<file path="src/common/shape_pkg.sv">
/*
  Constants and types for the Type B transmit edge shaper.
  Assumes a 32-bit classic Wishbone register bus, one register per word.
*/
package shape_pkg;

  // Register indices; byte address is four times the index
  localparam logic [5:0] IDX_RESID_106 = 6'h24;
  localparam logic [5:0] IDX_KIND_106  = 6'h25;
  localparam logic [5:0] IDX_SHAPE_106 = 6'h26;
  localparam logic [5:0] IDX_LEN_106   = 6'h27;
  localparam logic [5:0] IDX_FLOOR_212 = 6'h28;
  localparam logic [5:0] IDX_KIND_212  = 6'h29;
  localparam logic [5:0] IDX_CTRL      = 6'h30;
  localparam logic [5:0] IDX_STATUS    = 6'h31;

  // Writable bit masks; reserved bits store nothing and read zero
  localparam logic [7:0] SHAPE_MASK = 8'h77;
  localparam logic [7:0] LEN_MASK   = 8'h9F;
  localparam logic [7:0] CTRL_MASK  = 8'h03;

  // Field positions
  localparam int FALL_CFG_LO = 4;
  localparam int RISE_CFG_LO = 0;
  localparam int LEN_X2_BIT  = 7;
  localparam int FALL_KIND_LO = 4;
  localparam int RISE_KIND_LO = 0;
  localparam int CTRL_EN_BIT   = 0;
  localparam int CTRL_RATE_BIT = 1;

  // Reset values
  localparam logic [7:0] RST_RESID = 8'h00;
  localparam logic [7:0] RST_KIND  = 8'h11;
  localparam logic [7:0] RST_SHAPE = 8'h00;
  localparam logic [7:0] RST_LEN   = 8'h00;
  localparam logic [7:0] RST_CTRL  = 8'h00;

  // Edge style codes
  localparam logic [3:0] CODE_LIN1     = 4'h1;
  localparam logic [3:0] CODE_LIN2     = 4'h2;
  localparam logic [3:0] CODE_LIN3     = 4'h3;
  localparam logic [3:0] CODE_LUT      = 4'h4;
  localparam logic [3:0] CODE_LUT_CORR = 4'h5;
  localparam logic [3:0] CODE_LUT_RAW  = 4'h6;

  // Amplitude and progress scale
  localparam logic [7:0] FULL_AMP = 8'hFF;
  localparam logic [8:0] FRAC_ONE = 9'h100;
  localparam logic [8:0] KNEE_Q1  = 9'h040;
  localparam logic [8:0] KNEE_Q2  = 9'h080;
  localparam logic [8:0] KNEE_Q3  = 9'h0C0;

  typedef enum logic [1:0] {ST_HIGH, ST_FALL, ST_LOW, ST_RISE} shape_state_t;

endpackage

</file>
<file path="src/rtl/typeb_tx_edge_shaper.sv">
/*
  Type B transmit envelope shaper with its Wishbone register file.
  Assumes each clk cycle is one RF carrier cycle, mod_req comes from
  the bit coder on clk, and the supply level arrives asynchronously.
*/
// Functional notes
// - Type B shaping, floor and kind set per bit rate; shape and length shared
// - Falling bits 6:4 give time constant
// - Lookup styles: falling bits pick table
// - Rising bits 2:0 give time constant
// - Lookup styles: rising bits pick table
// - Length bit 7 doubles each state
// - Length bits 4:0 count states
// - Floor level sets modulated amplitude
// - Codes 1-3: one, two, three ramps
// - Falling code in kind bits 7:4
// - Codes 4-6: table, adapted, uncorrected
// - Rising code in kind bits 3:0
`timescale 1ns/100ps
module typeb_tx_edge_shaper (
  // Clock and reset
  input  wire logic        clk,
  input  wire logic        reset,
  // Wishbone slave
  input  wire logic        wb_cyc_i,
  input  wire logic        wb_stb_i,
  input  wire logic        wb_we_i,
  input  wire logic [7:0]  wb_adr_i,
  input  wire logic [3:0]  wb_sel_i,
  input  wire logic [31:0] wb_dat_i,
  output logic      [31:0] wb_dat_o,
  output logic             wb_ack_o,
  // Modulation and supply
  input  wire logic        mod_req,
  input  wire logic [7:0]  amplifier_supply_voltage,
  // Amplifier drive
  output logic      [7:0]  tx_amplitude,
  output logic             edge_active
);

  // Register file
  logic [7:0]  resid106_reg;
  logic [7:0]  kind106_reg;
  logic [7:0]  shape106_reg;
  logic [7:0]  len106_reg;
  logic [7:0]  floor212_reg;
  logic [7:0]  kind212_reg;
  logic [7:0]  ctrl_reg;
  logic        ack_reg;
  logic [31:0] rdata_reg;

  // Supply synchroniser
  logic [7:0]  supply_meta_reg;
  logic [7:0]  supply_sync_reg;
  logic [7:0]  supply_hold_reg;
  logic [7:0]  supply_use_reg;

  // Shaper state
  shape_pkg::shape_state_t state_reg;
  shape_pkg::shape_state_t state_next;
  logic [4:0]  step_reg;
  logic [4:0]  step_next;
  logic        dwell_reg;
  logic        dwell_next;
  logic [7:0]  start_reg;
  logic [7:0]  start_next;
  logic [7:0]  amp_reg;
  logic [7:0]  amp_next;

  // Bus decode
  logic [5:0]  idx;
  logic        bus_req;
  logic        wr_en;
  logic        hit_resid;
  logic        hit_kind106;
  logic        hit_shape;
  logic        hit_len;
  logic        hit_floor;
  logic        hit_kind212;
  logic        hit_ctrl;
  logic        hit_status;
  logic [7:0]  rd_byte;
  logic [7:0]  status_byte;

  assign idx         = wb_adr_i[7:2];
  assign bus_req     = wb_cyc_i && wb_stb_i && !ack_reg;
  assign wr_en       = bus_req && wb_we_i && wb_sel_i[0];
  assign hit_resid   = (idx == shape_pkg::IDX_RESID_106);
  assign hit_kind106 = (idx == shape_pkg::IDX_KIND_106);
  assign hit_shape   = (idx == shape_pkg::IDX_SHAPE_106);
  assign hit_len     = (idx == shape_pkg::IDX_LEN_106);
  assign hit_floor   = (idx == shape_pkg::IDX_FLOOR_212);
  assign hit_kind212 = (idx == shape_pkg::IDX_KIND_212);
  assign hit_ctrl    = (idx == shape_pkg::IDX_CTRL);
  assign hit_status  = (idx == shape_pkg::IDX_STATUS);

  assign status_byte = {5'h00, edge_active, state_reg};

  // Unmapped words read as zero
  assign rd_byte = hit_resid   ? resid106_reg :
                   hit_kind106 ? kind106_reg  :
                   hit_shape   ? shape106_reg :
                   hit_len     ? len106_reg   :
                   hit_floor   ? floor212_reg :
                   hit_kind212 ? kind212_reg  :
                   hit_ctrl    ? ctrl_reg     :
                   hit_status  ? status_byte  : 8'h00;

  always_ff @(posedge clk) begin
    if (reset) begin
      ack_reg   <= 1'b0;
      rdata_reg <= 32'h0000_0000;
    end else begin
      ack_reg   <= bus_req;
      rdata_reg <= bus_req ? {24'h00_0000, rd_byte} : 32'h0000_0000;
    end
  end

  always_ff @(posedge clk) begin
    if (reset) begin
      resid106_reg <= shape_pkg::RST_RESID;
      kind106_reg  <= shape_pkg::RST_KIND;
      shape106_reg <= shape_pkg::RST_SHAPE;
      len106_reg   <= shape_pkg::RST_LEN;
      floor212_reg <= shape_pkg::RST_RESID;
      kind212_reg  <= shape_pkg::RST_KIND;
      ctrl_reg     <= shape_pkg::RST_CTRL;
    end else if (wr_en) begin
      if (hit_resid) begin
        resid106_reg <= wb_dat_i[7:0];
      end
      if (hit_kind106) begin
        kind106_reg <= wb_dat_i[7:0];
      end
      if (hit_shape) begin
        shape106_reg <= wb_dat_i[7:0] & shape_pkg::SHAPE_MASK;
      end
      if (hit_len) begin
        len106_reg <= wb_dat_i[7:0] & shape_pkg::LEN_MASK;
      end
      if (hit_floor) begin
        floor212_reg <= wb_dat_i[7:0];
      end
      if (hit_kind212) begin
        kind212_reg <= wb_dat_i[7:0];
      end
      if (hit_ctrl) begin
        ctrl_reg <= wb_dat_i[7:0] & shape_pkg::CTRL_MASK;
      end
    end
  end

  always_ff @(posedge clk) begin
    if (reset) begin
      supply_meta_reg <= 8'h00;
      supply_sync_reg <= 8'h00;
      supply_hold_reg <= 8'h00;
      supply_use_reg  <= 8'h00;
    end else begin
      supply_meta_reg <= amplifier_supply_voltage;
      supply_sync_reg <= supply_meta_reg;
      supply_hold_reg <= supply_sync_reg;
      // Word taken only when two samples agree, so no torn bits
      if (supply_sync_reg == supply_hold_reg) begin
        supply_use_reg <= supply_sync_reg;
      end
    end
  end

  // Active parameter set
  logic        shaping_en;
  logic        rate_212;
  logic [7:0]  floor_lvl;
  logic [7:0]  kind_sel;
  logic        falling;
  logic        in_edge;
  logic [3:0]  edge_code;
  logic [2:0]  edge_cfg;
  logic [4:0]  states_n;
  logic        len_x2;
  logic        step_now;
  logic        last_step;
  logic        mod_on;
  logic [12:0] pos_full;
  logic [8:0]  pos;
  logic [8:0]  frac;
  logic [7:0]  target;
  logic signed [9:0]  delta;
  logic signed [19:0] prod;
  logic [9:0]  shaped_sum;
  logic [7:0]  shaped;

  assign shaping_en = ctrl_reg[shape_pkg::CTRL_EN_BIT];
  assign rate_212   = ctrl_reg[shape_pkg::CTRL_RATE_BIT];
  assign floor_lvl  = rate_212 ? floor212_reg : resid106_reg;
  assign kind_sel   = rate_212 ? kind212_reg : kind106_reg;
  assign falling    = (state_reg == shape_pkg::ST_FALL);
  assign in_edge    = falling || (state_reg == shape_pkg::ST_RISE);
  assign mod_on     = shaping_en && mod_req;

  assign edge_code = falling ? kind_sel[shape_pkg::FALL_KIND_LO +: 4]
                             : kind_sel[shape_pkg::RISE_KIND_LO +: 4];
  assign edge_cfg  = falling ? shape106_reg[shape_pkg::FALL_CFG_LO +: 3]
                             : shape106_reg[shape_pkg::RISE_CFG_LO +: 3];

  assign states_n  = len106_reg[4:0];
  assign len_x2    = len106_reg[shape_pkg::LEN_X2_BIT];
  assign step_now  = in_edge && (!len_x2 || dwell_reg);
  assign last_step = (step_reg >= states_n);

  assign pos_full = {step_reg, 8'h00} / {8'h00, states_n};
  assign pos      = (states_n == 5'h00) ? shape_pkg::FRAC_ONE : pos_full[8:0];

  edge_frac u_edge_frac (
    .code   (edge_code),
    .cfg    (edge_cfg),
    .pos    (pos),
    .supply (supply_use_reg),
    .frac   (frac)
  );

  assign target     = falling ? floor_lvl : shape_pkg::FULL_AMP;
  assign delta      = $signed({2'b00, target}) - $signed({2'b00, start_reg});
  assign prod       = delta * $signed({1'b0, frac});
  assign shaped_sum = {2'b00, start_reg} + prod[17:8];
  assign shaped     = shaped_sum[7:0];

  always_comb begin
    state_next = state_reg;
    step_next  = step_reg;
    dwell_next = 1'b0;
    start_next = start_reg;
    amp_next   = amp_reg;
    case (state_reg)
      shape_pkg::ST_HIGH: begin
        amp_next = shape_pkg::FULL_AMP;
        if (mod_on) begin
          state_next = shape_pkg::ST_FALL;
          step_next  = 5'h01;
          start_next = amp_reg;
        end
      end
      shape_pkg::ST_LOW: begin
        amp_next = floor_lvl;
        if (!mod_on) begin
          state_next = shape_pkg::ST_RISE;
          step_next  = 5'h01;
          start_next = amp_reg;
        end
      end
      default: begin
        dwell_next = !dwell_reg && len_x2;
        if (step_now) begin
          amp_next = shaped;
          if (last_step) begin
            state_next = falling ? shape_pkg::ST_LOW : shape_pkg::ST_HIGH;
            amp_next   = target;
          end else begin
            step_next = step_reg + 5'h01;
          end
        end
      end
    endcase
  end

  always_ff @(posedge clk) begin
    if (reset) begin
      state_reg <= shape_pkg::ST_HIGH;
      step_reg  <= 5'h00;
      dwell_reg <= 1'b0;
      start_reg <= shape_pkg::FULL_AMP;
      amp_reg   <= shape_pkg::FULL_AMP;
    end else begin
      state_reg <= state_next;
      step_reg  <= step_next;
      dwell_reg <= dwell_next;
      start_reg <= start_next;
      amp_reg   <= amp_next;
    end
  end

  logic edge_reg;

  always_ff @(posedge clk) begin
    if (reset) begin
      edge_reg <= 1'b0;
    end else begin
      edge_reg <= (state_next == shape_pkg::ST_FALL) || (state_next == shape_pkg::ST_RISE);
    end
  end

  assign tx_amplitude = amp_reg;
  assign edge_active  = edge_reg;
  assign wb_ack_o     = ack_reg;
  assign wb_dat_o     = rdata_reg;

endmodule

</file>
<file path="src/rtl/edge_frac.sv">
/*
  Maps edge progress to a shaped fraction of the amplitude step.
  Assumes pos runs 0..256 and supply is already synchronised.
*/
`timescale 1ns/100ps
module edge_frac (
  // Edge selection
  input  wire logic [3:0] code,
  input  wire logic [2:0] cfg,
  // Progress and supply
  input  wire logic [8:0] pos,
  input  wire logic [7:0] supply,
  // Shaped fraction, 256 is the full step
  output logic      [8:0] frac
);

  localparam logic [8:0] FRAC_ONE = shape_pkg::FRAC_ONE;
  localparam logic [8:0] KNEE_Q1  = shape_pkg::KNEE_Q1;
  localparam logic [8:0] KNEE_Q2  = shape_pkg::KNEE_Q2;
  localparam logic [8:0] KNEE_Q3  = shape_pkg::KNEE_Q3;
  localparam logic [7:0] FULL_AMP = shape_pkg::FULL_AMP;

  logic [8:0] lut [0:3][0:7];
  logic [8:0] knee;
  logic [8:0] half_knee;
  logic [8:0] tab;
  logic [17:0] p_lo;
  logic [17:0] p_mid2;
  logic [17:0] p_mid3;
  logic [17:0] p_hi;
  logic [17:0] scaled;
  logic [17:0] boost;
  logic [8:0] lin2;
  logic [8:0] lin3;

  assign lut[0] = '{9'h000, 9'h020, 9'h040, 9'h060, 9'h080, 9'h0A0, 9'h0C0, 9'h0E0};
  assign lut[1] = '{9'h000, 9'h008, 9'h020, 9'h050, 9'h0B0, 9'h0E0, 9'h0F8, 9'h0FE};
  assign lut[2] = '{9'h000, 9'h060, 9'h0A0, 9'h0C8, 9'h0E0, 9'h0F0, 9'h0F8, 9'h0FC};
  assign lut[3] = '{9'h000, 9'h004, 9'h010, 9'h020, 9'h038, 9'h060, 9'h098, 9'h0D0};

  // Time constant sets the knee height
  assign knee      = {2'b00, cfg, 4'h0} + 9'h010;
  assign half_knee = {1'b0, knee[8:1]};
  assign tab       = lut[cfg[1:0]][pos[7:5]];

  assign p_lo   = (18'(pos) * 18'(knee)) >> 7;
  assign p_mid2 = (18'(pos - KNEE_Q2) * 18'(FRAC_ONE - knee)) >> 7;
  assign p_mid3 = (18'(pos - KNEE_Q1) * 18'(FRAC_ONE - knee)) >> 7;
  assign p_hi   = (18'(pos - KNEE_Q3) * 18'(knee)) >> 7;
  assign scaled = (18'(tab) * (18'(supply) + 18'h00001)) >> 8;
  assign boost  = (18'(FRAC_ONE - tab) * 18'(FULL_AMP - supply)) >> 8;

  assign lin2 = (pos < KNEE_Q2) ? p_lo[8:0] : knee + p_mid2[8:0];
  assign lin3 = (pos < KNEE_Q1) ? p_lo[8:0] :
                (pos < KNEE_Q3) ? half_knee + p_mid3[8:0] :
                FRAC_ONE - half_knee + p_hi[8:0];

  always_comb begin
    if (pos >= FRAC_ONE) begin
      frac = FRAC_ONE;
    end else begin
      case (code)
        shape_pkg::CODE_LIN1:     frac = pos;
        shape_pkg::CODE_LIN2:     frac = lin2;
        shape_pkg::CODE_LIN3:     frac = lin3;
        shape_pkg::CODE_LUT:      frac = tab;
        shape_pkg::CODE_LUT_CORR: frac = tab + boost[8:0];
        shape_pkg::CODE_LUT_RAW:  frac = scaled[8:0];
        default:                  frac = FRAC_ONE;
      endcase
    end
  end

endmodule

</file>
<file path="config.mk">
export PLATFORM = sky130hd
export DESIGN_NAME = typeb_tx_edge_shaper
export DESIGN_NICKNAME = d
export VERILOG_FILES = /design/src/common/shape_pkg.sv /design/src/rtl/typeb_tx_edge_shaper.sv /design/src/rtl/edge_frac.sv
export SDC_FILE = /design/constraint.sdc
export NUM_CORES = 1
export LEC_CHECK = 0
export BUFFER_PORTS_ARGS = -buffer_cell sky130_fd_sc_hd__buf_2
export CAP_MARGIN = 30
export CORE_UTILIZATION = 60
export CTS_CLUSTER_SIZE = 24
export DETAILED_ROUTE_END_ITERATION = 6
export GPL_TIMING_DRIVEN = 1
export PLACE_DENSITY = 0.78
export SYNTH_ARGS = -nofsm -noshare
export SYNTH_HDL_FRONTEND = slang
export SYNTH_SLANG_ARGS = --single-unit
</file>
<file path="constraint.sdc">
create_clock -name clk -period 40.6 [get_ports clk]
set_input_delay 0 -clock clk [delete_from_list [all_inputs] [get_ports clk]]
set_output_delay 0 -clock clk [all_outputs]
set_load 0.03 [all_outputs]
</file>
==> impl_metrics.ini <==
[run_status]
outcome = completed

[clock_tree]
cts_resized = 0
cts_tree = built
hold_buffers = 16
numCtsBuffers = 9
htreeDepth = 3
post_cts_buffers = 0
cts.clk_slew.worst_paths_ns = 0.08
cts_max_path_buffers = 2
clk_latency_ns = 0.37
root_buffer = clkbuf_16
clock-sinks = 111

[critical_path]
r2r-end = tx_amplitude[7]
criticalPathCategory = flop to flop
arrival_ns = 38.39
crit_path_end_kind = flop
r2r_cells = 156
critPathLaunchType = flop
timing.rr.start = len106_reg[0]
critPathMostFrequentCell = ha_1
ff2ff_setup_slack_ns = 2.48
cp.required_ns = 40.87
worst-path-max-fanout = 20
startpoint = len106_reg[0]
cpPeakStageDelay_ns = 0.67
cpMaxStageDelayCell = a21oi_2

[grt]
grt_use_total_pct = 29.90
grt_max_degree = 104
first_global_vias = 19110
gr-total-overflow = 0
antenna_found_initial = 1
grt_pass1_wl_mm = 93.36

[layout]
nets = 3304
area_growth_pct = 4.577
fin_util_pct = 64.24
stdcell_area_mm2 = 0.02307
drive_gt1_share_pct = 7.177

[yosys]
avgSynthCellArea_um2 = 8.156
synthArstFlopShare_pct = 0
synth_ff_type = dfxtp_1
ys_ff_latch = 111
yosysUniqueCellTypes = 104
mappedNetlistArea_mm2 = 0.02206
synth_seq_area_share_pct = 10.07
synth_edf_count = 0
syn_inst = 2705
yosysWarnings = 0

[sta]
final.min_clock_period_ns = 38.12
setup_viol = 0
finalHoldViolCount = 0
setup_slack_ns = 2.480
tns_ns = 0
fin_crit_sh_pct = 93.89
max_slew.worst_pin.slew_ns = 1.039
rsz0062_at_grt = no
slew_headroom_pct = 29.81
finClkSkew_ns = 0.01583
fmax_ghz = 0.02623
slew_violations = 0

[placed_design]
port_buffers = 46
place_worst_setup_slack_ns = 3.350
place.detailed.hpwl_mm = 45.04
routabilityCongestion = 0.9325
dpl_cell_area_mm2 = 0.02256

[routing]
wire_per_inst_um = 17.55
drt_iter0_drc = 1650
num_vias = 19040
routed_wl_mm = 55.79
dr.pass1.iters = 6
vias_per_cell = 5.988
ant_nets = 0
drcViolationCount = 0

[floorplan]
die_h_um = 193.8
initial_core_util_pct = 61.43
core_area_mm2 = 0.03591
rows = 69
pin_count = 100
die_area_mm2 = 0.03754
die_w_um = 193.8

[worst_hold_path]
holdCritStartpoint = mod_req
hold_class = input pin to flop
holdPathStages = 5

[flow_run]
maxCapViolations = 0

[power]
max-vdd-ir-drop_v = 0.0001480
p_leak_nw = 11.24
cellPowerDensity_mw_per_mm2 = 74.35
-- stage by stage --
| stage | instances | hold slack, ns | total power (W) |
|---|---|---|---|
| floorplan | 2728 | 0.1243 | 0.001309 |
| global placement | 3143 | 0.2107 | 0.001543 |
| detailed placement | 3143 | 0.2117 | 0.001574 |
| CTS | 3175 | 0.08934 | 0.001677 |
| global route | 3179 | 0.1422 | 0.001879 |
| finish | 3179 | 0.08540 | 0.001715 |
-- cells in the mapped netlist, types with 20 or more instances --
cell	instances	share of area, %
dfxtp_1	111	10
and2_1	26	0.74
o21a_1	26	0.88
nor2_1	317	5.4
or2_2	49	1.4
a21o_1	50	1.7
nand3_1	38	0.86
ha_1	350	20
xnor2_1	118	4.7
inv_1	359	6.1
nand2_1	188	3.2
nor3_1	40	0.91
nor2b_1	63	1.8
o21ai_0	64	1.5
buf_4	26	0.88
fa_1	184	17
mux2i_1	71	3.2
nand2b_1	51	1.4
clkbuf_1	68	1.2
o21bai_1	20	0.68
a221oi_1	20	0.79
xor2_1	46	1.8
a21oi_1	128	2.9
-- logic make-up after synthesis --
kind of cell,after synthesis,synth area share (%)
simple gates,861,18.77
fa+ha+maj,534,36.55
buf+inv,471,8.558
compound gates,470,14.89
xor+xnor,164,6.511
flops,111,10.07
mux,93,4.634
other cells,1,0.01700
-- worst max path at each step --
| stage | end | slack, ns | cells after the start |
|---|---|---|---|
| 2_1_floorplan | tx_amplitude[7] | 8.12 | 163 |
| 3_3_place_gp | tx_amplitude[7] | 4.03 | 156 |
| 3_5_place_dp | tx_amplitude[7] | 3.35 | 154 |
| 4_1_cts | tx_amplitude[7] | 3.17 | 154 |
| 5_1_grt | tx_amplitude[7] | 0.44 | 154 |
| 6_report | tx_amplitude[7] | 2.48 | 156 |
-- layout make-up --
class,instances,area [µm²]
Inverter,363,1363
Timing Repair Buffer,81,555.5
Clock buffer,9,225.2
Clock inverter,7,85.08
Antenna cell,1,2.502
Tap cell,461,576.8
Fill cell,3068,12840
Multi-Input combinational cell,2146,18040
Sequential cell,111,2222
-- critical path, delay by kind of cell (launching register included) --
family / cells / cell delay [ns]
adders and majority gates: 30 / 10.49
muxes: 5 / 1.45
DFF: 1 / 0.32
AOI/OAI and AO/OA: 60 / 14.29
and+or+nand+nor: 42 / 8.82
xor gates and xnor gates: 9 / 1.50
buffers and inverters: 10 / 1.14
-- routing by layer --
layer / track usage (%) / part of all wire [%] / up-vias
met2: 51.89 / 48 / 672
li1: - / - / 9034
met3: 2.974 / 6.4 / 113
met1: 39.58 / 43 / 9216
met4: 7.941 / 2.1 / 0
met5: 0 / 0 / -
-- cell usage in the layout, fill, tap and decap left out, types with 50 or more instances in the layout --
master / instances
inv_1: 359
ha_1: 350
nor2_1: 317
nand2_1: 188
fa_1: 184
a21oi_1: 128
xnor2_1: 118
dfxtp_1: 111
mux2i_1: 70
o21ai_0: 64
nor2b_1: 63
nand2b_1: 51
a21o_1: 50
-- power breakdown --
part,switching [W],total (W),internal [W]
sequential,0.00000451,0.000117,0.000113
clock,0.0000469,0.0000911,0.0000443
combinational,0.000936,0.00151,0.000571
(Power assumes the default switching activity.)
